## config.mk

```make
export PLATFORM = sky130hd
export DESIGN_NAME = serial2_channel
export DESIGN_NICKNAME = d
export VERILOG_FILES = /design/src/shared/serial2_pkg.sv /design/src/core/baud_divider.sv /design/src/core/serial2_channel.sv
export SDC_FILE = /design/constraint.sdc
export NUM_CORES = 1
export LEC_CHECK = 0
export BUFFER_PORTS_ARGS = -buffer_cell sky130_fd_sc_hd__buf_2
export CORE_ASPECT_RATIO = 0.9
export CORE_MARGIN = 3
export CORE_UTILIZATION = 55
export CTS_CLUSTER_DIAMETER = 30
export CTS_CLUSTER_SIZE = 28
export DETAILED_ROUTE_END_ITERATION = 6
export GPL_TIMING_DRIVEN = 0
export PLACE_DENSITY = 0.78
export SETUP_SLACK_MARGIN = 0.05
export SYNTH_ARGS = -nofsm -noshare
export SYNTH_HDL_FRONTEND = slang
export SYNTH_HIERARCHICAL = 1
export SYNTH_SLANG_ARGS = --single-unit
```

## constraint.sdc

```tcl
create_clock -name core_clk -period 5.25 [get_ports core_clk]
set_input_delay 1.05 -clock core_clk [delete_from_list [all_inputs] [get_ports core_clk]]
set_output_delay 1.05 -clock core_clk [all_outputs]
set_load 0.005 [all_outputs]
```

## src/shared/serial2_pkg.sv

```systemverilog
package serial2_pkg;

  // special function register addresses
  localparam logic [15:0] ASYNC_MODE_ADDR = 16'hFF70;
  localparam logic [15:0] RX_BUF_ADDR     = 16'hFF71;
  localparam logic [15:0] SYNC_MODE_ADDR  = 16'hFF72;
  localparam logic [15:0] BAUD_CTRL_ADDR  = 16'hFF73;
  localparam logic [15:0] SHIFT_DATA_ADDR = 16'hFF74;
  localparam logic [15:0] STATUS_ADDR     = 16'hFF75;

  // values after reset
  localparam logic [7:0]  REG_RESET       = 8'h00;

  // field positions
  localparam int CHAN_EN_BIT   = 7;
  localparam int ORDER_BIT     = 2;
  localparam int RXE_BIT       = 6;
  localparam int ERROR_IRQ_SUPPRESS_BIT      = 1;
  localparam int XFER_FLAG_BIT = 0;
  localparam int FRAME_ERR_BIT = 1;
  localparam int OVERRUN_BIT   = 2;
  localparam int TX_BUSY_BIT   = 3;
  localparam int RX_BUSY_BIT   = 4;

  // counts
  localparam logic [3:0] BITS_PER_XFER = 4'h8;
  localparam logic [3:0] LAST_BIT_IDX  = 4'h7;
  localparam logic [1:0] ERR_CPL_DELAY = 2'h2;
  localparam logic [1:0] OK_CPL_DELAY  = 2'h1;

  // baud generator codes
  localparam logic [4:0] DIV_BASE      = 5'h10;
  localparam logic [3:0] DIV_BYPASS    = 4'hF;
  localparam logic [3:0] PRE_CODE_N11  = 4'h0;
  localparam logic [3:0] PRE_CODE_N1   = 4'h5;
  localparam logic [3:0] PRE_CODE_N10  = 4'hE;
  localparam logic [9:0] PRE_MASK_N11  = 10'h3FF;

endpackage

```

## src/core/baud_divider.sv

```systemverilog
`timescale 1ns/1ps
module baud_divider
  import serial2_pkg::*;
(
  // clock and reset
  input  wire logic       core_clk,
  input  wire logic       rst_b,
  // control
  input  wire logic [7:0] baud_ctrl,
  input  wire logic       osc_mode,
  input  wire logic       restart,
  // ticks
  output logic            fsck_tick,
  output logic            half_tick
);

  typedef struct packed {
    logic       fxx_phase;
    logic [9:0] pre;
    logic [4:0] div;
  } baud_s;

  baud_s      st;
  baud_s      next_st;
  logic [3:0] prescale_select;
  logic [3:0] divisor_select;
  logic [9:0] pre_mask;
  logic       pre_ok;
  logic       fxx_en;
  logic [4:0] div_last;

  always_comb begin
    prescale_select = baud_ctrl[7:4];
    divisor_select  = baud_ctrl[3:0];
    // core clock is the oscillator, or half of it
    fxx_en = osc_mode | st.fxx_phase;
    pre_ok = 1'b1;
    if (prescale_select == PRE_CODE_N11) begin
      pre_mask = PRE_MASK_N11;
    end else if (prescale_select >= PRE_CODE_N1 &&
                 prescale_select <= PRE_CODE_N10) begin
      pre_mask = (10'h001 << (prescale_select - PRE_CODE_N1))
                 - 10'h001;
    end else begin
      // prohibited code: the source clock simply stops
      pre_mask = PRE_MASK_N11;
      pre_ok   = 1'b0;
    end
    fsck_tick = fxx_en && pre_ok && ((st.pre & pre_mask) == pre_mask);
    div_last  = DIV_BASE + {1'b0, divisor_select} - 5'h01;
    half_tick = fsck_tick && (divisor_select == DIV_BYPASS ||
                              st.div == div_last);
    next_st           = st;
    next_st.fxx_phase = ~st.fxx_phase;
    if (fxx_en) begin
      next_st.pre = st.pre + 10'h001;
    end
    if (half_tick) begin
      next_st.div = 5'h00;
    end else if (fsck_tick) begin
      next_st.div = st.div + 5'h01;
    end
    // realign so the first half period is a full one
    if (restart) begin
      next_st.pre = 10'h000;
      next_st.div = 5'h00;
    end
  end

  always_ff @(posedge core_clk or negedge rst_b) begin
    if (!rst_b) begin
      st <= '0;
    end else begin
      st <= next_st;
    end
  end

endmodule

```

## src/core/serial2_channel.sv

```systemverilog
`timescale 1ns/1ps
module serial2_channel
  import serial2_pkg::*;
(
  // clock and reset
  input  wire logic        core_clk,
  input  wire logic        rst_b,
  // special function register access
  input  wire logic [15:0] sfr_addr,
  input  wire logic        sfr_we,
  input  wire logic        sfr_re,
  input  wire logic [7:0]  sfr_wdata,
  output logic      [7:0]  sfr_rdata,
  // clock mode from the oscillation mode register
  input  wire logic        oscillation_mode_bit,
  // three-wire pins
  output logic             serial_clock_pin,
  output logic             serial_out_pin,
  input  wire logic        serial_in_pin,
  // asynchronous receive pin
  input  wire logic        rxd_pin,
  // interrupt requests
  output logic             transfer_irq_flag,
  output logic             rx_complete_irq,
  output logic             rx_error_irq
);

  typedef enum logic {XFER_IDLE, XFER_SHIFT} xfer_state_e;
  typedef enum logic [1:0] {RX_IDLE, RX_START, RX_DATA, RX_STOP}
    rx_state_e;

  typedef struct packed {
    logic [7:0]  baud_ctrl;
    logic [7:0]  sync_mode;
    logic [7:0]  async_mode;
    xfer_state_e xst;
    logic [7:0]  shreg;
    logic [3:0]  bitcnt;
    logic        sck;
    logic        so;
    logic        xfer_flag;
    rx_state_e   rx_shift_register;
    logic [7:0]  rx_sh;
    logic [3:0]  rx_cnt;
    logic        ph;
    logic [7:0]  receive_buffer;
    logic        rxb_full;
    logic        frame_err;
    logic        overrun_err;
    logic        err_flag;
    logic        pend;
    logic [1:0]  pend_cnt;
    logic        cpl_irq;
    logic        err_irq;
    logic        rxd_last;
    logic [7:0]  rdata;
    logic [1:0]  si_sync;
    logic [1:0]  rxd_sync;
  } chan_s;

  chan_s      st;
  chan_s      next_st;
  logic       fsck_tick;
  logic       half_tick;
  logic       restart;
  logic       chan_en;
  logic       lsb_first;
  logic       receive_enable_bit;
  logic       error_irq_suppress;
  logic       si;
  logic       rxd;
  logic       wr_shift;
  logic       start_xfer;
  logic       rx_start_edge;
  logic       rx_err;
  logic [7:0] wdata_rev;
  logic [7:0] shreg_rev;

  ////////////////////////////////////////////////////////////////////
  // decode

  assign chan_en   = st.sync_mode[CHAN_EN_BIT];
  assign lsb_first = st.sync_mode[ORDER_BIT];
  assign receive_enable_bit       = st.async_mode[RXE_BIT];
  assign error_irq_suppress      = st.async_mode[ERROR_IRQ_SUPPRESS_BIT];
  assign si        = st.si_sync[1];
  assign rxd       = st.rxd_sync[1];
  assign wr_shift  = sfr_we && sfr_addr == SHIFT_DATA_ADDR;
  // a write while busy or disabled never launches a transfer
  assign start_xfer = wr_shift && chan_en &&
                      st.xst == XFER_IDLE;
  assign rx_start_edge = receive_enable_bit && st.rx_shift_register == RX_IDLE &&
                         st.rxd_last && !rxd;
  assign restart   = start_xfer || rx_start_edge;
  assign rx_err    = !rxd || st.rxb_full;
  // reversal lives on the bus side only
  assign wdata_rev = {<<{sfr_wdata}};
  assign shreg_rev = {<<{st.shreg}};

  baud_divider u_baud (
    .core_clk  (core_clk),
    .rst_b     (rst_b),
    .baud_ctrl (st.baud_ctrl),
    .osc_mode  (oscillation_mode_bit),
    .restart   (restart),
    .fsck_tick (fsck_tick),
    .half_tick (half_tick)
  );

  ////////////////////////////////////////////////////////////////////
  // next state

  always_comb begin
    next_st          = st;
    next_st.si_sync  = {st.si_sync[0], serial_in_pin};
    next_st.rxd_sync = {st.rxd_sync[0], rxd_pin};
    next_st.rxd_last = rxd;
    next_st.cpl_irq  = 1'b0;
    next_st.err_irq  = 1'b0;

    // register writes; baud control is not guarded while busy
    if (sfr_we && sfr_addr == BAUD_CTRL_ADDR) begin
      next_st.baud_ctrl = sfr_wdata;
    end
    if (sfr_we && sfr_addr == SYNC_MODE_ADDR) begin
      next_st.sync_mode = sfr_wdata;
    end
    if (sfr_we && sfr_addr == ASYNC_MODE_ADDR) begin
      next_st.async_mode = sfr_wdata;
    end
    if (sfr_we && sfr_addr == STATUS_ADDR &&
        !sfr_wdata[XFER_FLAG_BIT]) begin
      next_st.xfer_flag = 1'b0;
    end

    // reads; the data answer is registered
    if (sfr_re) begin
      unique case (sfr_addr)
        BAUD_CTRL_ADDR:  next_st.rdata = st.baud_ctrl;
        SYNC_MODE_ADDR:  next_st.rdata = st.sync_mode;
        ASYNC_MODE_ADDR: next_st.rdata = st.async_mode;
        SHIFT_DATA_ADDR: next_st.rdata = lsb_first ? shreg_rev
                                                   : st.shreg;
        RX_BUF_ADDR:     next_st.rdata = st.receive_buffer;
        STATUS_ADDR:     next_st.rdata = {3'h0,
                                          st.rx_shift_register != RX_IDLE,
                                          st.xst == XFER_SHIFT,
                                          st.overrun_err,
                                          st.frame_err,
                                          st.xfer_flag};
        default:         next_st.rdata = 8'h00;
      endcase
    end
    // an early buffer read drops the error that masked completion
    if (sfr_re && sfr_addr == RX_BUF_ADDR) begin
      next_st.rxb_full    = 1'b0;
      next_st.frame_err   = 1'b0;
      next_st.overrun_err = 1'b0;
      next_st.err_flag    = 1'b0;
    end

    // three-wire engine
    unique case (st.xst)
      XFER_IDLE: begin
        next_st.sck = 1'b1;
        if (wr_shift) begin
          next_st.shreg = lsb_first ? wdata_rev : sfr_wdata;
        end
        if (start_xfer) begin
          next_st.xst    = XFER_SHIFT;
          next_st.bitcnt = 4'h0;
        end
      end
      XFER_SHIFT: begin
        if (!chan_en) begin
          next_st.xst = XFER_IDLE;
          next_st.sck = 1'b1;
        end else if (half_tick) begin
          if (st.sck) begin
            next_st.sck   = 1'b0;
            next_st.so    = st.shreg[7];
            next_st.shreg = {st.shreg[6:0], 1'b0};
          end else begin
            next_st.sck      = 1'b1;
            next_st.shreg[0] = si;
            next_st.bitcnt   = st.bitcnt + 4'h1;
            if (st.bitcnt == LAST_BIT_IDX) begin
              next_st.xst       = XFER_IDLE;
              next_st.xfer_flag = 1'b1;
            end
          end
        end
      end
    endcase

    // completion request waits out the error window
    if (st.pend && fsck_tick) begin
      if (st.pend_cnt == OK_CPL_DELAY) begin
        next_st.pend    = 1'b0;
        next_st.cpl_irq = !(error_irq_suppress && next_st.err_flag);
      end else begin
        next_st.pend_cnt = st.pend_cnt - 2'h1;
      end
    end

    // asynchronous receiver, two half periods per bit
    unique case (st.rx_shift_register)
      RX_IDLE: begin
        if (rx_start_edge) begin
          next_st.rx_shift_register = RX_START;
        end
      end
      RX_START: begin
        if (half_tick) begin
          next_st.rx_shift_register    = rxd ? RX_IDLE : RX_DATA;
          next_st.ph     = 1'b0;
          next_st.rx_cnt = 4'h0;
        end
      end
      RX_DATA: begin
        if (half_tick) begin
          next_st.ph = ~st.ph;
          if (st.ph) begin
            next_st.rx_sh  = {rxd, st.rx_sh[7:1]};
            next_st.rx_cnt = st.rx_cnt + 4'h1;
            if (st.rx_cnt == LAST_BIT_IDX) begin
              next_st.rx_shift_register = RX_STOP;
            end
          end
        end
      end
      RX_STOP: begin
        if (half_tick) begin
          next_st.ph = ~st.ph;
          if (st.ph) begin
            next_st.rx_shift_register         = RX_IDLE;
            next_st.receive_buffer         = st.rx_sh;
            next_st.rxb_full    = 1'b1;
            next_st.frame_err   = !rxd;
            next_st.overrun_err = st.rxb_full;
            next_st.err_flag    = rx_err;
            next_st.err_irq     = rx_err;
            next_st.pend        = 1'b1;
            next_st.pend_cnt    = rx_err ? ERR_CPL_DELAY
                                         : OK_CPL_DELAY;
          end
        end
      end
    endcase

    // clearing receive enable: mid-frame keeps the old buffer,
    // after the load only the pending request is lost
    if (!receive_enable_bit) begin
      next_st.rx_shift_register     = RX_IDLE;
      next_st.pend    = 1'b0;
      // a completion already counted out is dropped with the enable
      next_st.cpl_irq = 1'b0;
    end
  end

  always_ff @(posedge core_clk or negedge rst_b) begin
    if (!rst_b) begin
      st            <= '0;
      st.baud_ctrl  <= REG_RESET;
      st.sync_mode  <= REG_RESET;
      st.async_mode <= REG_RESET;
      st.sck        <= 1'b1;
      st.rxd_last   <= 1'b1;
    end else begin
      st <= next_st;
    end
  end

  // clock and data out to the peripheral, interrupt requests and read data
  assign serial_clock_pin  = st.sck;
  assign serial_out_pin    = st.so;
  assign transfer_irq_flag = st.xfer_flag;
  assign rx_complete_irq   = st.cpl_irq;
  assign rx_error_irq      = st.err_irq;
  assign sfr_rdata         = st.rdata;

  ////////////////////////////////////////////////////////////////////
  // checks

  logic [3:0] rise_cnt;
  logic       suppress;
  logic       busy;
  logic       sync_mode_en_q;

  assign suppress       = error_irq_suppress && st.err_flag;
  assign busy           = st.xst == XFER_SHIFT;
  assign sync_mode_en_q = chan_en;

  always_ff @(posedge core_clk or negedge rst_b) begin
    if (!rst_b) begin
      rise_cnt <= 4'h0;
    end else if (start_xfer) begin
      rise_cnt <= 4'h0;
    end else if (busy && !st.sck && next_st.sck) begin
      rise_cnt <= rise_cnt + 4'h1;
    end
  end
endmodule

```

======== Word-level counts from Yosys, hierarchy flattened ========
Cells that the tools add are included.
cells by class
  shift-type cells ........................ 1
  multiplexer cells ....................... 58
  bitwise operators ....................... 5
  add/subtract/negate cells ............... 9
  equal/unequal tests ..................... 33
  reduce and logical (&&, ||, !) cells .... 40
  order comparisons ....................... 2
operators with widths
  cell                     count
  $eq A16 B16 Y1 const B   6
  $pmux W8 S6              1
  $mux W15                 3
  $mux W16                 2
  $mux W10                 3
  $pmux W14 S2             1
  $mux W8                  3
  $mux W1                  22
  $ne A3 B3 Y1 const B     7
  $reduce_and A4 Y1        5
  $logic_and A1 B1 Y1      18
  $mux W2                  9
  $mux W4                  4
  $ne A2 B2 Y1 const B     8
  $mux W5                  3
  $mux W14                 1
  $mux W7                  2
  $mux W12                 1
  $add A10 B1 Y10 const B  1
  $and A10 B10 Y10         1
  $eq A10 B10 Y1           1
  $shl A1 B4 Y10 const A   1
  $sub A10 B1 Y10 const B  1
  $reduce_and A3 Y1        3
  other kinds (27)         41
storage, ports and cells
  bits in registers ....................... 101
  input bits .............................. 31

======== Depth between registers and ports, before layout ========
  depth in word-level cells ............... 14
  depth in mapped cells ................... 16
  gate-level depth less buffers ........... 13

======== Modules after synthesis ========
The synthesis kept the hierarchy.
by module, submodules not included
  module           times used  area an instance (um^2)  cells each  sequential area each (um^2)
  serial2_channel  1           4414.2                   365         2129.5
  baud_divider     1           1277.5                   153         400.4

======== Worst setup path after synthesis ========
OpenSTA, ideal clock, no wires.
  kind .................................... input to register
  start point ............................. in oscillation_mode_bit
  end point ............................... reg st[44] (netlist name)
  path buffers ............................ 3
  data required time ...................... 5.166 ns
  stages .................................. 13
  setup slack ............................. 1.569 ns
  arrival time ............................ 3.597 ns
  path through ............................ or2_2 -> buf_1 -> o31ai_1 -> a2111o_1 -> or3_1 -> buf_2 -> nor3_1 -> buf_2 -> nor2b_1 -> nand4_1 -> a221o_1 -> a211o_1 -> a21boi_0
between the ends
  cells in the longest elaborated chain, start to end .. 6
ends and longest elaborated chain
  item                                   line                    RTL
  start: declaration                     serial2_channel.sv:15   input wire logic oscillation_mode_bit,
  $or A1 B1 Y1 (*)                       baud_divider.sv:36      fxx_en = osc_mode | st.fxx_phase;
  $logic_and A1 B1 Y1 (*) (2 in series)  baud_divider.sv:49      fsck_tick = fxx_en && pre_ok && ((st.pre & pre_mask) == pre_mask);
  $logic_and A1 B1 Y1 (*)                baud_divider.sv:51      half_tick = fsck_tick && (divisor_select == DIV_BYPASS ||
  named net half_tick                    serial2_channel.sv:64   logic half_tick;
  $ne A3 B3 Y1 (no line)                 --
  $reduce_and A7 Y1 (no line) (*)        --
  end signal: assignment                 serial2_channel.sv:270  st <= next_st;
  end: declaration                       serial2_channel.sv:61   chan_s st;
The timed path passes the listed nets; every way through them passes the cells marked *.
A chain may end at the register's enable or synchronous reset.

======== Worst setup path in the final report ========
  start point ............................. reg, netlist name st[84]
  end point ............................... reg st[50] (netlist name)
between the ends
  cells in the longest elaborated chain, start to end .. 11
ends and longest elaborated chain
  item                             line                   RTL
  $sub A4 B3 Y4                    baud_divider.sv:42     pre_mask = (10'h001 << (prescale_select - PRE_CODE_N1))
  $shl A1 B4 Y10                   baud_divider.sv:42
  $sub A10 B1 Y10                  baud_divider.sv:43     - 10'h001;
  $mux W10                         baud_divider.sv:40     end else if (prescale_select >= PRE_CODE_N1 &&
  $mux W10                         baud_divider.sv:38     if (prescale_select == PRE_CODE_N11) begin
  $and A10 B10 Y10                 baud_divider.sv:49
  $eq A10 B10 Y1                   baud_divider.sv:49
  $logic_and A1 B1 Y1 (*)          baud_divider.sv:49
  $logic_and A1 B1 Y1 (*)          baud_divider.sv:51
  named net half_tick              serial2_channel.sv:64
  $ne A2 B1 Y1 (no line) (*)       --
  $reduce_and A4 Y1 (no line) (*)  --
Marks and branches as above.

==> metrics.cfg <==
[synthesis]
synthTopCellsByArea=dfrtp_1 44%, mux2_2 6.3%, mux2_4 5.8%, mux2i_1 3.7%, ha_1 3.1%
ys_warn_count=6
synth_top_cells_by_count=99 x dfrtp_1, 34 x nand2_1, 32 x mux2_2, 26 x nor2_1, 25 x o21ai_0
ys_ff_latch=101
synth.top_cell.area_share_pct=43.5
postSynthAreaPerCell_um2=11.0
synthFlopType=dfrtp_1
yosysSeqAreaShare_pct=44.4
synth_nets=563
synth_most_common_cell=dfrtp_1
async_flop_share_pct=100
synth_edf_count=0
netlist_instances=518
synth_area_mm2=0.00569
ys_types=71
synth_top_area_cell=dfrtp_1

[critical_path]
worst_ep_arrival_time_ns=4.77
timing.rr.start=st[84]
crit_required_ns=5.49
start_kind=register
crit_type=reg -> reg
cp-startpoint=st[84]
worstPathMaxFanout=10
endpoint_kind=register

[cts]
clk_pin_slew_ns=0.07
tritoncts=yes
htree_levels=3
clockRootBuffer=clkbuf_16
post-cts-setup-buffers=0
cts_buffer_depth=2
holdBufCountCts=0
cts-resized-gates=0
insertion_delay_ns=0.35
cts_buffers=9
cts_num_sinks=101

[global_routing]
grt_pass1_wl_um=21500
antenna_found_initial=0
grt_pass1_vias=4268
grt_max_degree=64
overflow=0
track_usage_pct=23.3

[pwr]
power.density_mw_per_mm2=268
ir_worst_vdd_v=0.000203
swShare_pct=26.1
power.internal_mw=1.26
leakagePower_nw=2.95
switchingPower_uw=445
seqPwrFrac_pct=50.2
combPwrFrac_pct=9.9
clkPwrFrac_pct=40.0

[final_layout]
nNetsFinal=614
antenna_cells=0
final_area_mm2=0.00637
nFillCells=765
layout-drive-gt1-share_pct=25.6
final_core_util_pct=64.6
synthToLayoutAreaGrowth_pct=12.0

[place]
hpwl_um=9320
port_buffers=39
place_congestion=0.909
place_area_mm2=0.00607

[die]
die_x_um=113
num_io_pins=44
rows=34
die_area_mm2=0.0116
core_area_mm2=0.00987
start_util_pct=57.7
fp.dieH_um=103

[timing]
setup_viol=0
fmax_mhz=220
slew_headroom_pct=59.4
fin_crit_sh_pct=86.4
setup_tns_ns=0
worstMarginPinSlew_ns=0.601
skew_ns=0.0105
finalHoldViolCount=0
rsz0062_at_grt=no
min_period_ns=4.54
finalMaxSlewViolations=0

[drt]
ant_nets=0
drc=0
drt-total-wl_um=12700
vias=4200
initialDrtViolationCount=402
post_drt_wl_per_cell_um=18.2
vias_per_cell=6.00
drt-pass1-iter-count=5

[hold_path]
hold_class=reg -> reg
min_from=next_st[3]

[flow_run]
drv_cap=0

[status]
run_status=finished, final reports clean

[power groups by stage]
stage | clock network (mW) | registers (mW) | logic (mW)
finish | 0.682 | 0.856 | 0.168
global route | 0.728 | 0.860 | 0.188
CTS | 0.696 | 0.855 | 0.170
detailed placement | 0 | 0.868 | 0.170
global placement | 0 | 0.868 | 0.158
floorplan | 0 | 0.855 | 0.107
[placed cells by master (no fill, tap or decap), types with 4 or more instances in the layout]
cell / Yosys / layout
nand3_1: 21 / 21
clkbuf_16: 0 / 9
nand2_1: 34 / 34
mux4_2: 4 / 4
or3_1: 5 / 5
dfrtp_1: 99 / 99
nand3b_1: 4 / 4
nor2b_1: 11 / 11
and3_1: 5 / 5
mux2i_1: 21 / 21
ha_1: 14 / 14
nand4_1: 10 / 10
buf_4: 10 / 11
buf_2: 4 / 42
mux2_2: 32 / 32
o21ai_0: 25 / 25
xor2_1: 4 / 4
nor2_1: 26 / 26
nand2b_1: 5 / 5
clkbuf_1: 17 / 19
a22o_1: 4 / 4
inv_1: 24 / 24
a31oi_1: 7 / 7
nor3_1: 4 / 4
o31ai_1: 4 / 4
a21oi_1: 18 / 18
o22ai_1: 4 / 4
xnor2_1: 10 / 10
mux2_4: 22 / 22
[registers in the layout, summed over array words and instances, names as in the netlist]
register and cells:
rx_error_irq 1, rx_complete_irq 1, chan_en 1, lsb_first 1, transfer_irq_flag 1, shreg_rev 8
st 55, next_st 3, error_irq_suppress 1, serial_clock_pin 1, si 1, u_baud/st 16
serial_out_pin 1, receive_enable_bit 1, busy 1, sfr_rdata 8
[through the flow]
| stage | setup slack, ns | hold slack (ns) | power, mW | cells |
|---|---|---|---|---|
| after detailed placement | 0.764 | 0.336 | 1.04 | 684 |
| after floorplan | 1.57 | 0.331 | 0.962 | 518 |
| after global routing | 0.273 | 0.364 | 1.78 | 700 |
| final | 0.715 | 0.351 | 1.71 | 700 |
| after CTS | 0.744 | 0.353 | 1.72 | 700 |
| after global placement | 0.816 | 0.333 | 1.03 | 683 |
[cell families after synthesis]
| family | synth area share, % |
|---|---|
| fa+ha+maj | 3.08 |
| xor+xnor | 2.15 |
| mux | 17.4 |
| simple gates | 15.1 |
| flops | 44.4 |
| compound gates | 12.5 |
| buf+inv | 5.23 |
[layout make-up]
type	count	area, um2	area share (%)
Clock inverter	5	66.3	1.04
Multi-Input combinational cell	355	2860	44.9
Tap cell	126	158	2.47
Buffer	37	204	3.20
Inverter	25	93.8	1.47
Sequential cell	101	2530	39.7
Timing Repair Buffer	40	225	3.53
Clock buffer	11	233	3.65
[path summary, 6_finish.rpt]
path,slack [ns],cells past startpoint,to
hold reg to reg,0.35,0,si
max in group asynchronous,3.85,2,st[12]
min in group asynchronous,0.68,1,u_baud/st[9]
hold / removal,0.35,0,si
setup / recovery,0.71,16,st[50]
setup reg to reg,0.71,16,st[50]
[worst max-delay path: stages (launching register included)]
cell and delay (ns):
dfrtp_1 0.41, clkbuf_1 0.23, nor2b_1 0.39, nand3_1 0.13
ha_1 0.29, mux2i_1 0.18, o31ai_1 0.09, a2111o_1 0.37
or3_1 0.34, buf_2 0.17, nor3_1 0.37, buf_2 0.30
and2_1 0.15, clkbuf_1 0.32, nor2b_1 0.21, o21ai_2 0.10
a221o_1 0.37
[metal layers]
metal	wire length, um	vias to the layer above	global-route usage, %
li1	-	1982	-
met1	5760	2077	31.3
met2	6120	124	37.9
met3	694	17	5.99
met4	149	0	6.65
met5	0	-	0
Power figures use the tool's default switching activity.
